<file path="src/link_test_pkg.sv">
`default_nettype none
package link_test_pkg;

    // Frame layout: info bits then check bits
    localparam int STR_W = 4;
    localparam int ANT_W = 2;
    localparam int LINK_W = 2;
    localparam int INFO_W = 13;
    localparam int CRC_W = 8;
    localparam int FRAME_W = 21;
    localparam int POS_DETECT = 0;
    localparam int POS_DECODE = 1;
    localparam int POS_UNAVAIL = 2;
    localparam int POS_FOREIGN = 3;
    localparam int POS_LTEST = 4;
    localparam int POS_STR = 5;
    localparam int POS_ANT = 9;
    localparam int POS_LINK = 11;
    localparam int POS_CRC = 13;
    localparam logic [CRC_W-1:0] CRC_POLY = 8'h07;
    localparam logic [CRC_W-1:0] CRC_INIT = 8'hFF;

    // Test pattern contents
    localparam int MAND_BITS = 4;
    localparam int EXT_MAX = 15;
    localparam logic [STR_W-1:0] STR_LOW = 4'h0;
    localparam logic [STR_W-1:0] STR_HIGH = 4'hF;
    localparam logic [STR_W-1:0] STR_ALT = 4'h5;

    // Timing
    localparam int CLK_HZ = 20_000_000;
    localparam int BIT_RATE = 50_000;
    localparam int BIT_CYCLES = CLK_HZ / BIT_RATE;
    localparam int TEST_MIN_MS = 500;
    localparam int TEST_MAX_MS = 1000;
    localparam int TEST_MIN_BITS = (BIT_RATE * TEST_MIN_MS + 999) / 1000;
    localparam int TEST_MAX_BITS = (BIT_RATE * TEST_MAX_MS) / 1000;
    localparam int IDLE_TIMEOUT = 2 * BIT_CYCLES;
    localparam int TELEGRAM_BITS = 128;
    localparam int RATE_TOL = BIT_CYCLES / 2;
    localparam int PASSAGE_GAP = 16;
    localparam int FAIL_DIST_CM = 500;

    // Register map
    localparam logic [11:0] CTRL_OFS = 12'h000;
    localparam logic [11:0] STAT_OFS = 12'h004;
    localparam logic [31:0] CTRL_RST = 32'h0000_0000;
    localparam int CTRL_ON = 0;
    localparam int CTRL_PERM = 1;
    localparam int CTRL_UNAVAIL = 2;
    localparam int CTRL_FOREIGN = 3;
    localparam int CTRL_EXT = 4;
    localparam int CTRL_ANT = 8;
    localparam int CTRL_LINK = 10;
    localparam int STAT_TEST = 0;
    localparam int STAT_HALT = 1;
    localparam int STAT_COUNT = 8;

    function automatic logic [CRC_W-1:0] crc8(input logic [INFO_W-1:0] d);
        logic [CRC_W-1:0] c;
        c = CRC_INIT;
        for (int i = INFO_W - 1; i >= 0; i--)
        begin
            if (c[CRC_W-1] ^ d[i])
                c = {c[CRC_W-2:0], 1'b0} ^ CRC_POLY;
            else
                c = {c[CRC_W-2:0], 1'b0};
        end
        return c;
    endfunction

    function automatic logic [INFO_W-1:0] pack_info(
        input logic [4:0] flags,
        input logic [STR_W-1:0] str,
        input logic [ANT_W-1:0] ant,
        input logic [LINK_W-1:0] link
    );
        return {link, ant, str, flags};
    endfunction

    // Flags ordered {ltest, foreign, unavail, decode, detect}
    function automatic logic [FRAME_W-1:0] seal(input logic [INFO_W-1:0] info,
                                                input logic bad);
        logic [CRC_W-1:0] c;
        c = bad ? crc8(~info) : crc8(info);
        return {c, info};
    endfunction

    function automatic logic [FRAME_W-1:0] mand_frame(
        input logic [1:0] slot,
        input logic [ANT_W-1:0] ant,
        input logic [LINK_W-1:0] link
    );
        logic [FRAME_W-1:0] f;
        f = '0;
        unique case (slot)
            2'h0: f = seal(pack_info(5'h10, STR_LOW, ant, link), 1'b0);
            2'h1: f = seal(pack_info(5'h10, STR_LOW, ant, link), 1'b1);
            2'h2: f = seal(pack_info(5'h1F, STR_HIGH, ~ant, ~link), 1'b0);
            2'h3: f = seal(pack_info(5'h1A, STR_ALT, ant, link), 1'b0);
        endcase
        return f;
    endfunction

endpackage
`default_nettype wire

</file>
<file path="src/link_if.sv">
`timescale 1ns/10ps
`default_nettype none
interface link_if;
    logic frame_strobe;
    logic [link_test_pkg::FRAME_W-1:0] frame;
    logic line_coding;

    modport tx (output frame_strobe, output frame, output line_coding);
    modport rx (input frame_strobe, input frame, input line_coding);
endinterface
`default_nettype wire

</file>
<file path="src/link_test_tx.sv">
`timescale 1ns/10ps
`default_nettype none
// Overview of operation
// - Regular link tests of four mandatory frames
// - Up to fifteen optional extension frames
// - Link test flag covers whole test
// - Bit 1 flags low, strength 0000
// - Bit 2 like bit 1, CRC wrong
// - Bit 3 all ones, IDs inverted
// - Bit 4 pattern 11010, strength 0101
// - Bad CRC over inverted info bits
// - Permanent failure silences link entirely
// - Unavailability flag marks temporary loss
// - Status flags carried in every frame outside link tests
// - Prefer testing outside balise contact
// - Receiver drops bits under foreign flag
// - Receiver evaluates one message per passage
// - Receiver stamps time and odometer itself
// - Single or redundant channels, receiver configured
// - Test interval between 0.5 and 1 s
// - Receiver checks 50 kbit/s rate
// - Receiver fails channel after 5 m stuck flags
module link_test_tx #(
    parameter int TEST_MIN_BITS = link_test_pkg::TEST_MIN_BITS,
    parameter int TEST_MAX_BITS = link_test_pkg::TEST_MAX_BITS
) (
    // Clock and reset
    input wire logic pclk,
    input wire logic presetn,
    // APB slave
    input wire logic psel,
    input wire logic penable,
    input wire logic pwrite,
    input wire logic [11:0] paddr,
    input wire logic [31:0] pwdata,
    output logic [31:0] prdata,
    output logic pready,
    output logic pslverr,
    // Balise data from the receive chain
    input wire logic detect_in,
    input wire logic decode_in,
    input wire logic [link_test_pkg::STR_W-1:0] strength_in,
    input wire logic contact_in,
    // Link
    link_if.tx link
);

    typedef enum logic [1:0] {ST_NORMAL, ST_TEST, ST_HALT} tx_state_e;

    tx_state_e state_q;
    tx_state_e state_d;
    logic [31:0] ctrl_q;
    logic [7:0] tests_q;
    logic [8:0] bit_cnt_q;
    logic [15:0] since_q;
    logic [4:0] idx_q;
    logic [4:0] idx_d;
    logic [4:0] len_q;
    logic tick;
    logic starting;
    logic [link_test_pkg::FRAME_W-1:0] frame_d;
    logic tx_on;
    logic perm;
    logic [link_test_pkg::ANT_W-1:0] ant;
    logic [link_test_pkg::LINK_W-1:0] lnk;
    logic [3:0] ext;
    logic apb_done;

    assign tx_on = ctrl_q[link_test_pkg::CTRL_ON];
    assign perm = ctrl_q[link_test_pkg::CTRL_PERM];
    assign ant = ctrl_q[link_test_pkg::CTRL_ANT +: link_test_pkg::ANT_W];
    assign lnk = ctrl_q[link_test_pkg::CTRL_LINK +: link_test_pkg::LINK_W];
    assign ext = ctrl_q[link_test_pkg::CTRL_EXT +: 4];
    assign tick = bit_cnt_q == 9'(link_test_pkg::BIT_CYCLES - 1);
    assign apb_done = psel && penable && pready;

    ////////////////////////////////////////////////////////////////////////////
    // APB slave, one wait state
    always_ff @(posedge pclk or negedge presetn)
    begin
        if (!presetn)
        begin
            pready <= 1'b0;
            prdata <= 32'h0;
            pslverr <= 1'b0;
        end
        else if (psel && penable && !pready)
        begin
            pready <= 1'b1;
            pslverr <= paddr != link_test_pkg::CTRL_OFS && paddr != link_test_pkg::STAT_OFS;
            prdata <= 32'h0;
            if (!pwrite && paddr == link_test_pkg::CTRL_OFS)
                prdata <= ctrl_q;
            if (!pwrite && paddr == link_test_pkg::STAT_OFS)
            begin
                prdata[link_test_pkg::STAT_TEST] <= state_q == ST_TEST;
                prdata[link_test_pkg::STAT_HALT] <= state_q == ST_HALT;
                prdata[link_test_pkg::STAT_COUNT +: 8] <= tests_q;
            end
        end
        else
        begin
            pready <= 1'b0;
            pslverr <= 1'b0;
        end
    end

    // Write lands on the completing edge only
    always_ff @(posedge pclk or negedge presetn)
    begin
        if (!presetn)
            ctrl_q <= link_test_pkg::CTRL_RST;
        else if (apb_done && pwrite && paddr == link_test_pkg::CTRL_OFS)
            ctrl_q <= {20'h0, pwdata[11:0]};
    end

    ////////////////////////////////////////////////////////////////////////////
    // Bit period timer
    always_ff @(posedge pclk or negedge presetn)
    begin
        if (!presetn)
            bit_cnt_q <= 9'h0;
        else if (tick)
            bit_cnt_q <= 9'h0;
        else
            bit_cnt_q <= bit_cnt_q + 9'h1;
    end

    ////////////////////////////////////////////////////////////////////////////
    // Test scheduling and frame selection
    always_comb
    begin
        state_d = state_q;
        idx_d = idx_q;
        starting = 1'b0;
        if (perm || !tx_on)
            state_d = ST_HALT;
        else if (state_q == ST_TEST && idx_q + 5'h1 < len_q)
            idx_d = idx_q + 5'h1;
        else if ((since_q >= 16'(TEST_MIN_BITS) && !contact_in)
            || since_q >= 16'(TEST_MAX_BITS - 1))
        begin
            starting = 1'b1;
            state_d = ST_TEST;
            idx_d = 5'h0;
        end
        else
            state_d = ST_NORMAL;
    end

    always_comb
    begin
        frame_d = link_test_pkg::seal(link_test_pkg::pack_info(
            {1'b0, ctrl_q[link_test_pkg::CTRL_FOREIGN], ctrl_q[link_test_pkg::CTRL_UNAVAIL],
             decode_in, detect_in}, strength_in, ant, lnk), 1'b0);
        if (state_d == ST_TEST)
        begin
            if (idx_d < 5'(link_test_pkg::MAND_BITS))
                frame_d = link_test_pkg::mand_frame(idx_d[1:0], ant, lnk);
            else
                frame_d = link_test_pkg::seal(link_test_pkg::pack_info(
                    {3'h4, decode_in, detect_in}, strength_in, ant, lnk), 1'b0);
        end
    end

    always_ff @(posedge pclk or negedge presetn)
    begin
        if (!presetn)
        begin
            state_q <= ST_HALT;
            idx_q <= 5'h0;
            len_q <= 5'(link_test_pkg::MAND_BITS);
            since_q <= 16'h0;
            tests_q <= 8'h0;
        end
        else if (tick)
        begin
            state_q <= state_d;
            idx_q <= idx_d;
            if (starting)
            begin
                len_q <= 5'(link_test_pkg::MAND_BITS) + {1'b0, ext};
                since_q <= 16'h0;
                tests_q <= tests_q + 8'h1;
            end
            else if (since_q != 16'hFFFF)
                since_q <= since_q + 16'h1;
        end
    end

    ////////////////////////////////////////////////////////////////////////////
    // Link drive
    always_ff @(posedge pclk or negedge presetn)
    begin
        if (!presetn)
        begin
            link.frame_strobe <= 1'b0;
            link.frame <= '0;
            link.line_coding <= 1'b0;
        end
        else
        begin
            link.frame_strobe <= 1'b0;
            // no frames, no transitions when halted
            // one frame per bit period, in order
            if (tick && state_d != ST_HALT)
            begin
                link.frame_strobe <= 1'b1;
                link.frame <= frame_d;
                link.line_coding <= !link.line_coding;
            end
        end
    end

endmodule
`default_nettype wire

</file>
<file path="src/flat_wrapper.sv">
// flat-port wrapper written by rule: the top's interface ports become plain ports
module link_test_tx_flat 
#(
    parameter int TEST_MIN_BITS = link_test_pkg::TEST_MIN_BITS,
    parameter int TEST_MAX_BITS = link_test_pkg::TEST_MAX_BITS
)
  (pclk, presetn, psel, penable, pwrite, paddr, pwdata, prdata, pready, pslverr, detect_in, decode_in, strength_in, contact_in, link_frame_strobe, link_frame, link_line_coding);
  link_if link_i ();
  input wire logic pclk;
  input wire logic presetn;
  input wire logic psel;
  input wire logic penable;
  input wire logic pwrite;
  input wire logic [11:0] paddr;
  input wire logic [31:0] pwdata;
  output logic [31:0] prdata;
  output logic pready;
  output logic pslverr;
  input wire logic detect_in;
  input wire logic decode_in;
  input wire logic [link_test_pkg::STR_W-1:0] strength_in;
  input wire logic contact_in;
  output wire logic [$bits(link_i.frame_strobe)-1:0] link_frame_strobe;
  output wire logic [$bits(link_i.frame)-1:0] link_frame;
  output wire logic [$bits(link_i.line_coding)-1:0] link_line_coding;
  assign link_frame_strobe = link_i.frame_strobe;
  assign link_frame = link_i.frame;
  assign link_line_coding = link_i.line_coding;
  link_test_tx #(.TEST_MIN_BITS(TEST_MIN_BITS), .TEST_MAX_BITS(TEST_MAX_BITS)) u_core (.pclk(pclk), .presetn(presetn), .psel(psel), .penable(penable), .pwrite(pwrite), .paddr(paddr), .pwdata(pwdata), .prdata(prdata), .pready(pready), .pslverr(pslverr), .detect_in(detect_in), .decode_in(decode_in), .strength_in(strength_in), .contact_in(contact_in), .link(link_i));
endmodule
</file>
<file path="config.mk">
export PLATFORM = sky130hd
export DESIGN_NAME = link_test_tx_flat
export DESIGN_NICKNAME = d
export VERILOG_FILES = /design/src/link_test_pkg.sv /design/src/link_if.sv /design/src/link_test_tx.sv /design/src/flat_wrapper.sv
export SDC_FILE = /design/constraint.sdc
export NUM_CORES = 1
export LEC_CHECK = 0
export CORE_MARGIN = 2
export CORE_UTILIZATION = 30
export CTS_CLUSTER_DIAMETER = 200
export DETAILED_ROUTE_END_ITERATION = 8
export DONT_BUFFER_PORTS = 1
export SLEW_MARGIN = 20
export SYNTH_ARGS = -nofsm -noshare
export SYNTH_HDL_FRONTEND = slang
export SYNTH_SLANG_ARGS = --single-unit
</file>
<file path="constraint.sdc">
create_clock -name pclk -period 5.5 [get_ports pclk]
set_clock_uncertainty 0.2 [all_clocks]
set_input_delay 0.275 -clock pclk [delete_from_list [all_inputs] [get_ports pclk]]
set_output_delay 0.275 -clock pclk [all_outputs]
set_load 0.05 [all_outputs]
</file>
== Word-level counts from Yosys, hierarchy flattened ==
Index checks and enable logic that the tools add are counted.
Operators by class
  add/sub/neg operators: 5
  reduce and logical (&&, ||, !) cells: 24
  magnitude comparators: 4
  equality and inequality tests: 11
  bitwise logic cells: 116
  mux-type cells: 264
Operators by type and width (number)
  two-way mux 8 bit: 169
  two-way mux 3 bit: 75
  inverter 3 bit: 72
  case mux 21 bit (4 select lines): 1
  two-way mux 21 bit: 2
  bitwise XOR 1 bit: 36
  two-way mux 16 bit: 2
  adder 16 x 1 -> 16 bit, second input constant: 1
  >= comparator 16 x 15 -> 1 bit, second input constant: 1
  >= comparator 16 bit, second input constant: 1
  != test 16 bit, second input constant: 1
  two-way mux 5 bit: 3
  inverter 13 bit: 1
  equality test 12 x 3 -> 1 bit, second input constant: 1
  zero test 12 bit: 1
  two-way mux 12 bit: 1
  != test 12 x 3 -> 1 bit, second input constant: 1
  nonzero test 12 bit: 1
  logical AND 1 bit: 11
  adder 9 x 1 -> 9 bit, second input constant: 1
  equality test 9 bit, second input constant: 1
  two-way mux 9 bit: 1
  adder 8 x 1 -> 8 bit, second input constant: 1
  two-way mux 1 bit: 7
  15 further kinds: 32
Storage, ports and cells
  register bits after elaboration: 114

== Logic depth before layout (Yosys ltp) ==
Gate-level depths: netlist of run 1.
  word-level depth: 70
  gate-level depth with buffers: 13

== Least setup slack after synthesis of run 1 ==
No wires, ideal clock.
  path type: register to register
  start point: reg u_core.idx_q[0]
  end point: reg u_core.link.frame[18]
  clock period less this slack: 3084 ps
  path slack: 2416 ps
  cell stages (with the launch flop): 13
  arrival: 2755 ps
  library setup time: 129 ps
  path buffers: 1
  path through: dfrtp_1 ha_1 clkbuf_2 xor2_1 ha_1 a21oi_1 o21ai_0 a31o_2 or4_1 a31o_2 a211oi_1 xor2_1 o21ai_0
Between the ends
  longest elaborated chain between the ends: 9
  elaborated cells on any way between the ends: 19
Ends and longest elaborated chain
  start: declaration: RTL line link_test_tx.sv:56  | logic [4:0] idx_q;
  start signal: assignment: RTL line link_test_tx.sv:179  | idx_q <= idx_d;
  branches (longest 9 deep; another with adder 5 x 1 -> 5 bit)
  end signal: assignment: RTL line link_test_tx.sv:209  | link.frame <= frame_d;
  end: declaration: RTL line link_if.sv:8  | modport tx (output frame_strobe, output frame, output line_coding);
Parallel ways; which one is timed is not known. The select of a mux whose other input is x is not followed.
A chain may end at the register's enable or synchronous reset.

== Worst setup path in the final report of run 1 ==
Ends and elaborated chain as after synthesis.

==> results.sh, run 1 <==
export IMPL_worst_r2r_cell_count=11
export IMPL_initial_standard_cell_utilization_of_the_core_pct=30.7
export IMPL_final_setup_worst_slack_ns=1.85
export IMPL_holdPathStages=2
export IMPL_status="completed"
export IMPL_cts_htree_levels=3
export IMPL_pwr_share_comb_pct=6.0
export IMPL_num_rows=47
export IMPL_clk_latency_ns=0.35
export IMPL_power_density_mw_per_mm2=248
export IMPL_worstSetupStartpointType="flip-flop"
export IMPL_number_of_hold_violations_in_the_final_report=0
export IMPL_tritoncts_clock_tree="yes"
export IMPL_die_area_mm2=0.0181
export IMPL_worstHoldStart="paddr[2]"
export IMPL_crit_slowest_cell="dfrtp_1"
export IMPL_clock_power_share_pct=43.1
export IMPL_cts_root_buf="clkbuf_16"
export IMPL_fmax_mhz=274
export IMPL_clock_buffer_count_from_cts=9
export IMPL_antenna_found_initial=0
export IMPL_dr_wl_met3_um=881
export IMPL_port_buffers=0
export IMPL_power_switching_w=0.000360
export IMPL_ys_seq_area_share_pct=48.0
export IMPL_critical_path_reg2reg_startpoint="u_core.idx_q[0]"
export IMPL_cts_setup_buffers=0
export IMPL_netSwitchingFraction_pct=25.3
export IMPL_place_hpwl_mm=8.52
export IMPL_wl_mm=11.8
export IMPL_worst_hold_path_type="primary input to flip-flop"
export IMPL_drc=0
export IMPL_route_vias_total=3672
export IMPL_met2_length_mm=5.30
export IMPL_max_cap_violations=0
export IMPL_fin_nets=595
export IMPL_first_global_vias=3833
export IMPL_wl_per_cell_um=15.6
export IMPL_r2r_end="u_core.link.frame[18]"
export IMPL_synth_yosys_warnings=0
export IMPL_timing_critical_path_cells="ha_1, xor2_1, ha_1, a21oi_1, o21ai_0, a31oi_2, nand3_1, a31o_2, a211oi_1, xor2_1, o21ai_0"
export IMPL_fin_total_pwr_w=0.00142
export IMPL_timing_final_crit_share_pct=66.4
export IMPL_drv_slew=0
export IMPL_p_leak_nw=2.56
export IMPL_worst_ir_drop_vdd_mv=0.126
export IMPL_antenna_cells=0
export IMPL_cts_hold_repair_buffers=21
export IMPL_worst_slew_pin_transition_ns=1.01
export IMPL_grt_overflow_total=0
export IMPL_worst_setup_ep_type="flip-flop"
export IMPL_dr_first_iter_drc_count=217
export IMPL_design_core_area_mm2=0.0166
export IMPL_syn_area_per_cell_um2=9.83
export IMPL_worst_setup_path_type="flip-flop to flip-flop"
export IMPL_grt_pass1_wl_mm=19.4
export IMPL_total_iterations_of_the_first_detailed_routing_run=4
export IMPL_grt_use_total_pct=13.5
export IMPL_layout_overhead_on_the_synthesized_area_pct=12.3
export IMPL_regToRegSetupSlack_ns=1.85
export IMPL_synth_enable_flop_cells=0
export IMPL_synthArstFlopShare_pct=100
export IMPL_layout_cells_non_filler=754
export IMPL_die_h_um=135
export IMPL_critical_path_max_stage_delay_ns=0.54
export IMPL_holdPathEnd="u_core.prdata[3]"
export IMPL_p_int_w=0.00106
export IMPL_yosys_register_bits=98
export IMPL_timing_critical_path_arrival_ns=3.69
export IMPL_grt_setup_unrepaired="no"
export IMPL_post_synth_instance_area_mm2=0.00511
export IMPL_cp_max_fo=12
export IMPL_place_ws_ns=1.94
export IMPL_synth_top_flop_cell="dfrtp_1"
export IMPL_post_route_cells_drive_above_1_share_pct=9.36
export IMPL_sequentialPowerShare_pct=50.9
export IMPL_finalCriticalPeriod_ns=3.65
export IMPL_clock_pin_slew_on_the_worst_setup_and_hold_paths_ns=0.08
export IMPL_postSynthCellCount=520
export IMPL_longest_clk_path_bufs=2
export IMPL_finalSetupViolCount=0
export IMPL_route_layer_met1_wl_mm=5.28
export IMPL_remaining_number_of_nets_flagged_by_the_antenna_check_after_routing=0
export IMPL_highest_signal_layer="met4"
export IMPL_setup_tns_final_ns=0
export IMPL_yosysUniqueCellTypes=57
export IMPL_worst_slew_margin_rel_pct=32.3
export IMPL_place_inst=717
export IMPL_boundaryPins=113
export IMPL_die_w_um=135
export IMPL_tritoncts_num_sinks=98
export IMPL_nFillCells=1685
export IMPL_grt_max_degree=99
export IMPL_postCtsResizedCells=0
export IMPL_via_cell_ratio=4.87
export IMPL_cp_required_ns=5.53
export IMPL_routability_congestion_estimate_from_global_placement=0.887
-- worst max path at each step --
stage	from	to	slack [ns]	depth (start not counted)
finish	u_core.idx_q[0]	u_core.link.frame[18]	1.85	11
global route	u_core.idx_q[0]	u_core.link.frame[18]	1.58	11
CTS	u_core.idx_q[0]	u_core.link.frame[18]	1.88	11
detailed placement	u_core.idx_q[0]	u_core.link.frame[18]	1.94	11
global placement	u_core.idx_q[0]	u_core.link.frame[18]	1.93	12
floorplan	u_core.idx_q[0]	u_core.link.frame[18]	2.42	12
-- metrics by stage --
| stage | utilization (%) | hold slack [ns] | instance area (um^2) |
|---|---|---|---|
| 2_1_floorplan | - | -0.221 | 5170 |
| 3_3_place_gp | 31.4 | -0.214 | 5230 |
| 3_5_place_dp | 31.4 | -0.213 | 5230 |
| 4_1_cts | 34.5 | 0.0254 | 5740 |
| 5_1_grt | 34.5 | 0.0422 | 5740 |
| 6_report | 34.5 | 0.0359 | 5740 |
-- state kept, by name (all words and copies together) (netlist names) --
| signal | cells |
|---|---|
| u_core.bit_cnt_q | 9 |
| u_core.ctrl_q | 12 |
| u_core.prdata | 16 |
| u_core.len_q | 5 |
| u_core.pready | 1 |
| u_core.link.frame | 21 |
| u_core.link.frame_strobe | 1 |
| u_core.state_q | 2 |
| u_core.pslverr | 1 |
| u_core.idx_q | 5 |
| u_core.link.line_coding | 1 |
| u_core.tests_q | 8 |
| u_core.since_q | 16 |
-- critical path, delay by kind of cell, from the launching register on --
kind                     cells  cell delay, ns
AO/OA/AOI/OAI                6            1.48
flip-flops                   1            0.54
AND/OR/NAND/NOR              1            0.27
adder cells (fa/ha/maj)      2            0.63
XOR/XNOR                     2            0.40
-- cell type report --
type	count	area, um^2	share of cell area, %
Tap cell	220	275	4.80
Inverter	14	52.6	0.915
Clock buffer	9	225	3.92
Sequential cell	98	2450	42.8
Clock inverter	7	60.1	1.05
Multi-Input combinational cell	384	2440	42.5
Timing Repair Buffer	22	235	4.10
-- cells in the final DEF, fill, tap and decap left out, drive strengths merged, types with 2 or more instances in the layout --
| cell | instances |
|---|---|
| and3 | 6 |
| mux2 | 14 |
| and4 | 3 |
| dfstp | 2 |
| or2 | 2 |
| mux2i | 9 |
| a21oi | 26 |
| a31o | 2 |
| a32oi | 2 |
| and2 | 5 |
| nand4 | 9 |
| nor3 | 16 |
| clkbuf | 9 |
| dlygate4sd3 | 20 |
| inv | 17 |
| nor3b | 4 |
| or3 | 4 |
| nand2 | 63 |
| ha | 10 |
| nor2 | 39 |
| nand2b | 2 |
| dfrtp | 96 |
| o211ai | 2 |
| xor2 | 20 |
| nor4 | 2 |
| buf | 2 |
| clkinv | 4 |
| a22oi | 2 |
| nor2b | 4 |
| conb | 16 |
| a22o | 10 |
| a211oi | 3 |
| o21ai | 39 |
| nand3 | 20 |
| a31oi | 2 |
| xnor2 | 40 |
-- cell usage after synthesis, types with 2 or more instances --
master | number | area share, %
buf_4 | 17 | 2.5
or3_1 | 4 | 0.49
dfrtp_1 | 96 | 47
xnor2_1 | 40 | 6.9
a31o_2 | 2 | 0.34
o211ai_1 | 2 | 0.29
buf_6 | 2 | 0.44
o21ai_0 | 38 | 3.7
xor2_1 | 20 | 3.4
clkbuf_2 | 2 | 0.20
and3_1 | 5 | 0.61
ha_1 | 10 | 2.4
a21oi_1 | 25 | 2.4
mux2_2 | 14 | 3.1
nor3b_1 | 4 | 0.59
nor3_1 | 15 | 1.5
clkbuf_1 | 15 | 1.1
nor2b_1 | 4 | 0.49
nand2b_1 | 2 | 0.24
or2_2 | 2 | 0.24
and4_1 | 2 | 0.34
mux2i_1 | 9 | 1.8
a32oi_1 | 2 | 0.34
nand3_1 | 20 | 2.0
a22o_1 | 10 | 1.7
nor4_1 | 2 | 0.24
nand4_1 | 8 | 0.98
inv_1 | 14 | 1.0
a22oi_1 | 2 | 0.29
nor2_1 | 38 | 2.8
a211oi_1 | 2 | 0.29
dfstp_2 | 2 | 1.0
buf_2 | 3 | 0.29
nand2_1 | 62 | 4.6
and2_1 | 3 | 0.37
-- power by group through the flow --
stage | Combinational, W | Sequential (W) | Clock (W)
after global routing | 0.0000937 | 0.000724 | 0.000655
after detailed placement | 0.0000568 | 0.000738 | 0
final | 0.0000857 | 0.000724 | 0.000614
after CTS | 0.0000871 | 0.000724 | 0.000628
after floorplan | 0.0000617 | 0.000738 | 0
after global placement | 0.0000565 | 0.000738 | 0
-- cell families (layout without fill, tap and decap cells) --
kind of cell	count (synthesis)	after routing	synth area share [%]
compound gates	94	94	11.5
simple gates	181	181	17.3
fa+ha+maj	10	10	2.45
buf+inv	53	52	5.56
other cells	1	16	0.0734
flops	98	98	48.0
xor+xnor	60	60	10.3
mux	23	23	4.85
-- layer usage --
layer  global-route usage [%]  up-vias
li1                         -     1773
met2                     21.0      101
met1                     17.3     1777
met4                     6.20        0
met5                        0        -
met3                     4.32       21
(Power assumes the default switching activity.)
==> inputs of run 2 (changes only) <==
Clock period 5.5 ns to 3.1 ns, I/O delays scaled along.
==> run 2 against run 1 <==
Sequential share of layout area shrank 2.1 points. Power grew 83%. Utilization grew 1.8 points. Maximum frequency grew 24%. Sequential power grew 78%. Cell count grew 3.3%. Global-route usage grew 0.27 points. Design area grew 5.2%. Setup slack lost 1.7 ns. Critical path type unchanged.
==> results.sh, run 2 (synthesis gave the netlist of run 1 again) <==
export IMPL_status="completed"
export IMPL_p_leak_nw=2.72
export IMPL_setup_tns_final_ns=0
export IMPL_grt_use_total_pct=13.8
export IMPL_longest_clk_path_bufs=2
export IMPL_dr_wl_met3_um=882
export IMPL_top_registers="u_core.link.frame x21, u_core.prdata x16, u_core.since_q x16"
export IMPL_place_hpwl_mm=8.75
export IMPL_number_of_flip_flops_under_the_largest_register_name=21
export IMPL_placed_cell_area_mm2=0.00539
export IMPL_post_route_cells_drive_above_1_share_pct=14.3
export IMPL_clk_latency_ns=0.35
export IMPL_worst_setup_path_type="flip-flop to flip-flop"
export IMPL_tritoncts_num_sinks=98
export IMPL_stdcell_area_mm2=0.00604
export IMPL_remaining_number_of_nets_flagged_by_the_antenna_check_after_routing=0
export IMPL_fmax_mhz=339
export IMPL_wl_mm=12.2
export IMPL_netSwitchingFraction_pct=24.2
export IMPL_drv_slew=0
export IMPL_nFillCells=1637
export IMPL_worst_r2r_cell_count=13
export IMPL_power_density_mw_per_mm2=431
export IMPL_clock_pin_slew_on_the_worst_setup_and_hold_paths_ns=0.08
export IMPL_cts_root_buf="clkbuf_16"
export IMPL_p_int_w=0.00197
export IMPL_critical_path_startpoint="u_core.idx_q[0]"
export IMPL_via_cell_ratio=4.92
export IMPL_worst_ir_drop_vdd_mv=0.209
export IMPL_finalSetupViolCount=0
export IMPL_sequentialPowerShare_pct=49.4
export IMPL_clock_power_share_pct=44.6
export IMPL_grt_pass1_wl_mm=19.8
export IMPL_drc=0
export IMPL_pwr_share_comb_pct=6.0
export IMPL_worstSetupStartpointType="flip-flop"
export IMPL_max_cap_violations=0
export IMPL_max_flop_register="u_core.link.frame"
export IMPL_initial_standard_cell_utilization_of_the_core_pct=30.7
export IMPL_first_global_vias=3873
export IMPL_antenna_found_initial=0
export IMPL_die_area_mm2=0.0181
export IMPL_holdPathStages=4
export IMPL_clock_buffer_count_from_cts=9
export IMPL_antenna_cells=0
export IMPL_port_buffers=0
export IMPL_timing_final_crit_share_pct=95.2
export IMPL_total_iterations_of_the_first_detailed_routing_run=4
export IMPL_route_layer_met1_wl_mm=5.40
export IMPL_grt_setup_unrepaired="no"
export IMPL_worst_slew_margin_rel_pct=57.8
export IMPL_layout_overhead_on_the_synthesized_area_pct=18.1
export IMPL_critical_path_reg2reg_startpoint="u_core.idx_q[0]"
export IMPL_design_core_area_mm2=0.0166
export IMPL_dr_first_iter_drc_count=268
export IMPL_route_vias_total=3833
export IMPL_finalCriticalPeriod_ns=2.95
export IMPL_power_switching_w=0.000630
export IMPL_worst_setup_ep_type="flip-flop"
export IMPL_worst_slew_pin_transition_ns=0.631
export IMPL_boundaryPins=113
export IMPL_cp_max_fo=7
export IMPL_wl_per_cell_um=15.6
export IMPL_worstHoldStart="strength_in[2]"
export IMPL_die_w_um=135
export IMPL_layout_cells_most_common="dfrtp_1"
export IMPL_cp_required_ns=3.12
export IMPL_final_cell_mix="dfrtp_1 (96), nand2_1 (61), nor2_1 (38), xnor2_1 (38), o21ai_0 (35)"
export IMPL_met2_length_mm=5.65
export IMPL_timing_critical_path_arrival_ns=2.97
export IMPL_number_of_hold_violations_in_the_final_report=0
export IMPL_num_rows=47
export IMPL_fin_nets=620
export IMPL_grt_overflow_total=0
export IMPL_worst_hold_path_type="primary input to flip-flop"
export IMPL_routability_congestion_estimate_from_global_placement=0.888
export IMPL_grt_max_degree=99
export IMPL_highest_signal_layer="met4"
export IMPL_die_h_um=135
export IMPL_cts_htree_levels=3
export IMPL_tritoncts_clock_tree="yes"
-- run 2: per-layer routing --
| metal | global-route usage (%) | vias up |
|---|---|---|
| li1 | - | 1827 |
| met1 | 17.9 | 1885 |
| met2 | 21.8 | 103 |
| met3 | 4.39 | 18 |
| met4 | 4.80 | 0 |
| met5 | 0 | - |
-- run 2: layout make-up --
| class | instances | area [um^2] | area share [%] |
|---|---|---|---|
| inverter | 14 | 52.6 | 0.870 |
| sequential | 98 | 2450 | 40.6 |
| clock inverter | 7 | 85.1 | 1.41 |
| timing repair buffer | 47 | 447 | 7.40 |
| clock buffer | 9 | 225 | 3.73 |
| multi-input combinational | 384 | 2500 | 41.4 |
| tap | 220 | 275 | 4.56 |
-- run 2: path summary, 6_finish.rpt --
| kind | endpoint | slack, ns |
|---|---|---|
| worst max-delay path | u_core.link.frame[12] | 0.15 |
| worst min-delay path | u_core.link.frame[20] | 0.03 |
| worst max register to register | u_core.link.frame[12] | 0.15 |
| worst min register to register | u_core.bit_cnt_q[0] | 0.28 |
| max in group asynchronous | u_core.len_q[2] | 2.11 |
| min in group asynchronous | u_core.bit_cnt_q[5] | 0.19 |
-- run 2: metrics by stage --
stage	power (W)	util [%]	instances	hold slack (ns)	setup WS, ns
6_report	0.00260	36.3	779	0.0329	0.149
5_1_grt	0.00271	36.3	779	0.0452	0.0228
2_1_floorplan	0.00142	-	535	-0.341	0.0161
3_3_place_gp	0.00141	32.4	737	-0.334	0.0284
4_1_cts	0.00264	35.8	777	0.00201	0.0224
3_5_place_dp	0.00141	32.4	737	-0.333	-0.00213
-- run 2: what timing repair did --
action,CTS,global route
buffers inserted,0,2
pin swaps,0,4
endpoints found under the hold margin,130,0
setup endpoints to repair,1,21
resized for setup,1,14
hold buffers,24,0
-- run 2: worst max-delay path, cell delays in order, from the launching register on --
cell and delay [ns]:
dfrtp_1 0.42, ha_4 0.19, xor2_1 0.15, ha_1 0.29
a21oi_1 0.13, o21ai_1 0.10, a31o_2 0.27, buf_4 0.16
a21oi_4 0.22, nand2_4 0.09, nor3_4 0.24, buf_12 0.16
xnor2_1 0.11, o21ai_0 0.09
-- run 2: power groups by stage --
stage	sequential, W	clock (W)	combinational, W
floorplan	0.00131	0	0.000109
finish	0.00129	0.00116	0.000156
detailed placement	0.00131	0	0.000102
global route	0.00128	0.00126	0.000169
CTS	0.00128	0.00120	0.000157
global placement	0.00131	0	0.000100
==> inputs of run 3 (changes only) <==
Settings changed: RECOVER_POWER set to 100.
==> run 3 against run 2 <==
The flow now finishes with violations (capacitance limit, slew limit). Combinational power fell by 3%. Global-route usage unchanged. Maximum frequency shrank 0.25%. Cell count unchanged. Sequential power hardly changed. First-iteration DRC count decreased by 8.6%. Count of clock-buffer cells in the layout did not move. Largest power group unchanged.
==> results.sh, run 3 (synthesis gave the netlist of run 1 again) <==
export IMPL_worst_ir_drop_vdd_mv=0.209
export IMPL_place_inst=737
export IMPL_post_route_cells_drive_above_1_share_pct=13.2
export IMPL_status="finished, violations left"
export IMPL_clock_buffer_count_from_cts=9
export IMPL_finalSetupViolCount=0
export IMPL_num_rows=47
export IMPL_timing_hold_ws_ns=0.0344
export IMPL_sequentialPowerShare_pct=49.6
export IMPL_worst_setup_ep_type="flip-flop"
export IMPL_cp_required_ns=3.12
export IMPL_die_h_um=135
export IMPL_longest_clk_path_bufs=2
export IMPL_p_leak_nw=2.69
export IMPL_wl_mm=12.2
export IMPL_crit_slowest_cell="dfrtp_1"
export IMPL_grt_max_degree=99
export IMPL_cp_max_fo=7
export IMPL_layout_cells_non_filler=779
export IMPL_worstHoldStart="strength_in[2]"
export IMPL_tritoncts_clock_tree="yes"
export IMPL_initial_standard_cell_utilization_of_the_core_pct=30.7
export IMPL_worst_setup_path_type="flip-flop to flip-flop"
export IMPL_worst_slew_pin_transition_ns=2.17
export IMPL_grt_setup_unrepaired="no"
export IMPL_tritoncts_num_sinks=98
export IMPL_layout_overhead_on_the_synthesized_area_pct=17.3
export IMPL_critical_path_reg2reg_startpoint="u_core.idx_q[0]"
export IMPL_first_global_vias=3873
export IMPL_cts_htree_levels=3
export IMPL_power_switching_w=0.000626
export IMPL_grt_pass1_wl_mm=19.8
export IMPL_clk_latency_ns=0.34
export IMPL_clock_power_share_pct=44.6
export IMPL_netSwitchingFraction_pct=24.1
export IMPL_critical_path_startpoint="u_core.idx_q[0]"
export IMPL_place_hpwl_mm=8.75
export IMPL_cts_root_buf="clkbuf_16"
export IMPL_die_area_mm2=0.0181
export IMPL_die_w_um=135
export IMPL_worstSetupStartpointType="flip-flop"
export IMPL_finalCriticalPeriod_ns=2.96
export IMPL_power_density_mw_per_mm2=433
export IMPL_grt_use_total_pct=13.8
export IMPL_pwr_share_comb_pct=5.8
export IMPL_grt_overflow_total=0
export IMPL_total_iterations_of_the_first_detailed_routing_run=4
export IMPL_p_int_w=0.00197
export IMPL_nFillCells=1644
export IMPL_drv_slew=99
export IMPL_fin_nets=620
export IMPL_clock_pin_slew_on_the_worst_setup_and_hold_paths_ns=0.07
export IMPL_antenna_cells=0
export IMPL_worst_slew_margin_rel_pct=-44.9
export IMPL_via_cell_ratio=4.92
export IMPL_timing_final_crit_share_pct=95.4
export IMPL_final_cell_mix="dfrtp_1 (96), nand2_1 (61), nor2_1 (38), xnor2_1 (38), o21ai_0 (37)"
export IMPL_design_core_area_mm2=0.0166
export IMPL_layout_cells_most_common="dfrtp_1"
export IMPL_top_registers="u_core.link.frame x21, u_core.prdata x16, u_core.since_q x16"
export IMPL_dr_first_iter_drc_count=245
export IMPL_violated_checks="capacitance limit, slew limit"
export IMPL_remaining_number_of_nets_flagged_by_the_antenna_check_after_routing=0
export IMPL_number_of_hold_violations_in_the_final_report=0
export IMPL_number_of_flip_flops_under_the_largest_register_name=21
export IMPL_route_vias_total=3830
export IMPL_drc=0
export IMPL_boundaryPins=113
export IMPL_wl_per_cell_um=15.6
export IMPL_routability_congestion_estimate_from_global_placement=0.888
export IMPL_timing_critical_path_arrival_ns=2.97
export IMPL_max_cap_violations=1
export IMPL_timing_critical_path_cells="ha_4, xor2_1, ha_1, a21oi_1, o21ai_1, a31o_2, buf_4, a21oi_4, nand2_4, nor3_4, buf_12, xnor2_1, o21ai_0"
export IMPL_critical_path_max_stage_delay_ns=0.42
export IMPL_antenna_found_initial=0
export IMPL_max_flop_register="u_core.link.frame"
export IMPL_port_buffers=0
export IMPL_fmax_mhz=338
export IMPL_worst_hold_path_type="primary input to flip-flop"
run 3: cell types whose count changed in the layout (fill, tap and decap cells not counted), moves of 2 or more:
cell,previous run,this run
buf_4,21,14
clkbuf_1,0,3
clkbuf_2,0,2
clkbuf_4,0,2
o21ai_0,35,37
o21ai_1,4,2
run 3: area by class of cell:
type / count / area, um^2 / area share, %
clock buffer: 9 / 225 / 3.76
clock inverter: 7 / 85.1 / 1.42
inverter: 14 / 52.6 / 0.876
multi-input combinational: 384 / 2490 / 41.6
sequential: 98 / 2450 / 40.9
tap: 220 / 275 / 4.59
timing repair buffer: 47 / 408 / 6.80
run 3: worst paths after layout:
check	endpoint	slack, ns	depth (start not counted)
max	u_core.link.frame[12]	0.14	13
min	u_core.link.frame[20]	0.03	4
max reg2reg	u_core.link.frame[12]	0.14	13
min reg2reg	u_core.bit_cnt_q[0]	0.27	1
max in group asynchronous	u_core.ctrl_q[8]	0.60	2
min in group asynchronous	u_core.bit_cnt_q[1]	0.79	2
run 3: metal layers:
layer	global-route usage (%)	part of all wire [%]	wire, um
met5	0	0	0
met4	4.80	1.7	201
met3	4.39	6.8	832
met2	21.8	47	5660
met1	17.9	45	5460
run 3: critical path: cells and delay by family (launching register included):
kind / cells / cell delay [ns]
AOI/OAI and AO/OA: 5 / 0.81
adders and majority gates: 2 / 0.48
DFF: 1 / 0.42
and+or+nand+nor: 2 / 0.33
buffers and inverters: 2 / 0.32
xor gates and xnor gates: 2 / 0.26
run 3: what timing repair did:
action                                 4_1_cts  5_1_grt
setup endpoints to repair                    1       21
pin swaps                                    0        4
hold buffers                                24        0
buffers inserted                             0        2
resized for setup                            1       14
endpoints found under the hold margin      130        0
run 3: metrics by stage:
| step | cell area (um^2) | util, % | setup TNS, ns | power, W | setup slack, ns |
|---|---|---|---|---|---|
| 2_1_floorplan | 5170 | - | 0 | 0.00142 | 0.0161 |
| 3_3_place_gp | 5390 | 32.4 | 0 | 0.00141 | 0.0284 |
| 3_5_place_dp | 5390 | 32.4 | -0.00213 | 0.00141 | -0.00213 |
| 4_1_cts | 5960 | 35.8 | 0 | 0.00264 | 0.0224 |
| 5_1_grt | 6000 | 36.0 | 0 | 0.00271 | 0.0169 |
| 6_report | 6000 | 36.0 | 0 | 0.00259 | 0.142 |
run 3: power groups by stage:
stage / registers [W] / clock network (W) / logic [W]
global placement: 0.00131 / 0 / 0.000100
CTS: 0.00128 / 0.00120 / 0.000157
detailed placement: 0.00131 / 0 / 0.000102
global route: 0.00128 / 0.00126 / 0.000165
floorplan: 0.00131 / 0 / 0.000109
finish: 0.00129 / 0.00116 / 0.000151
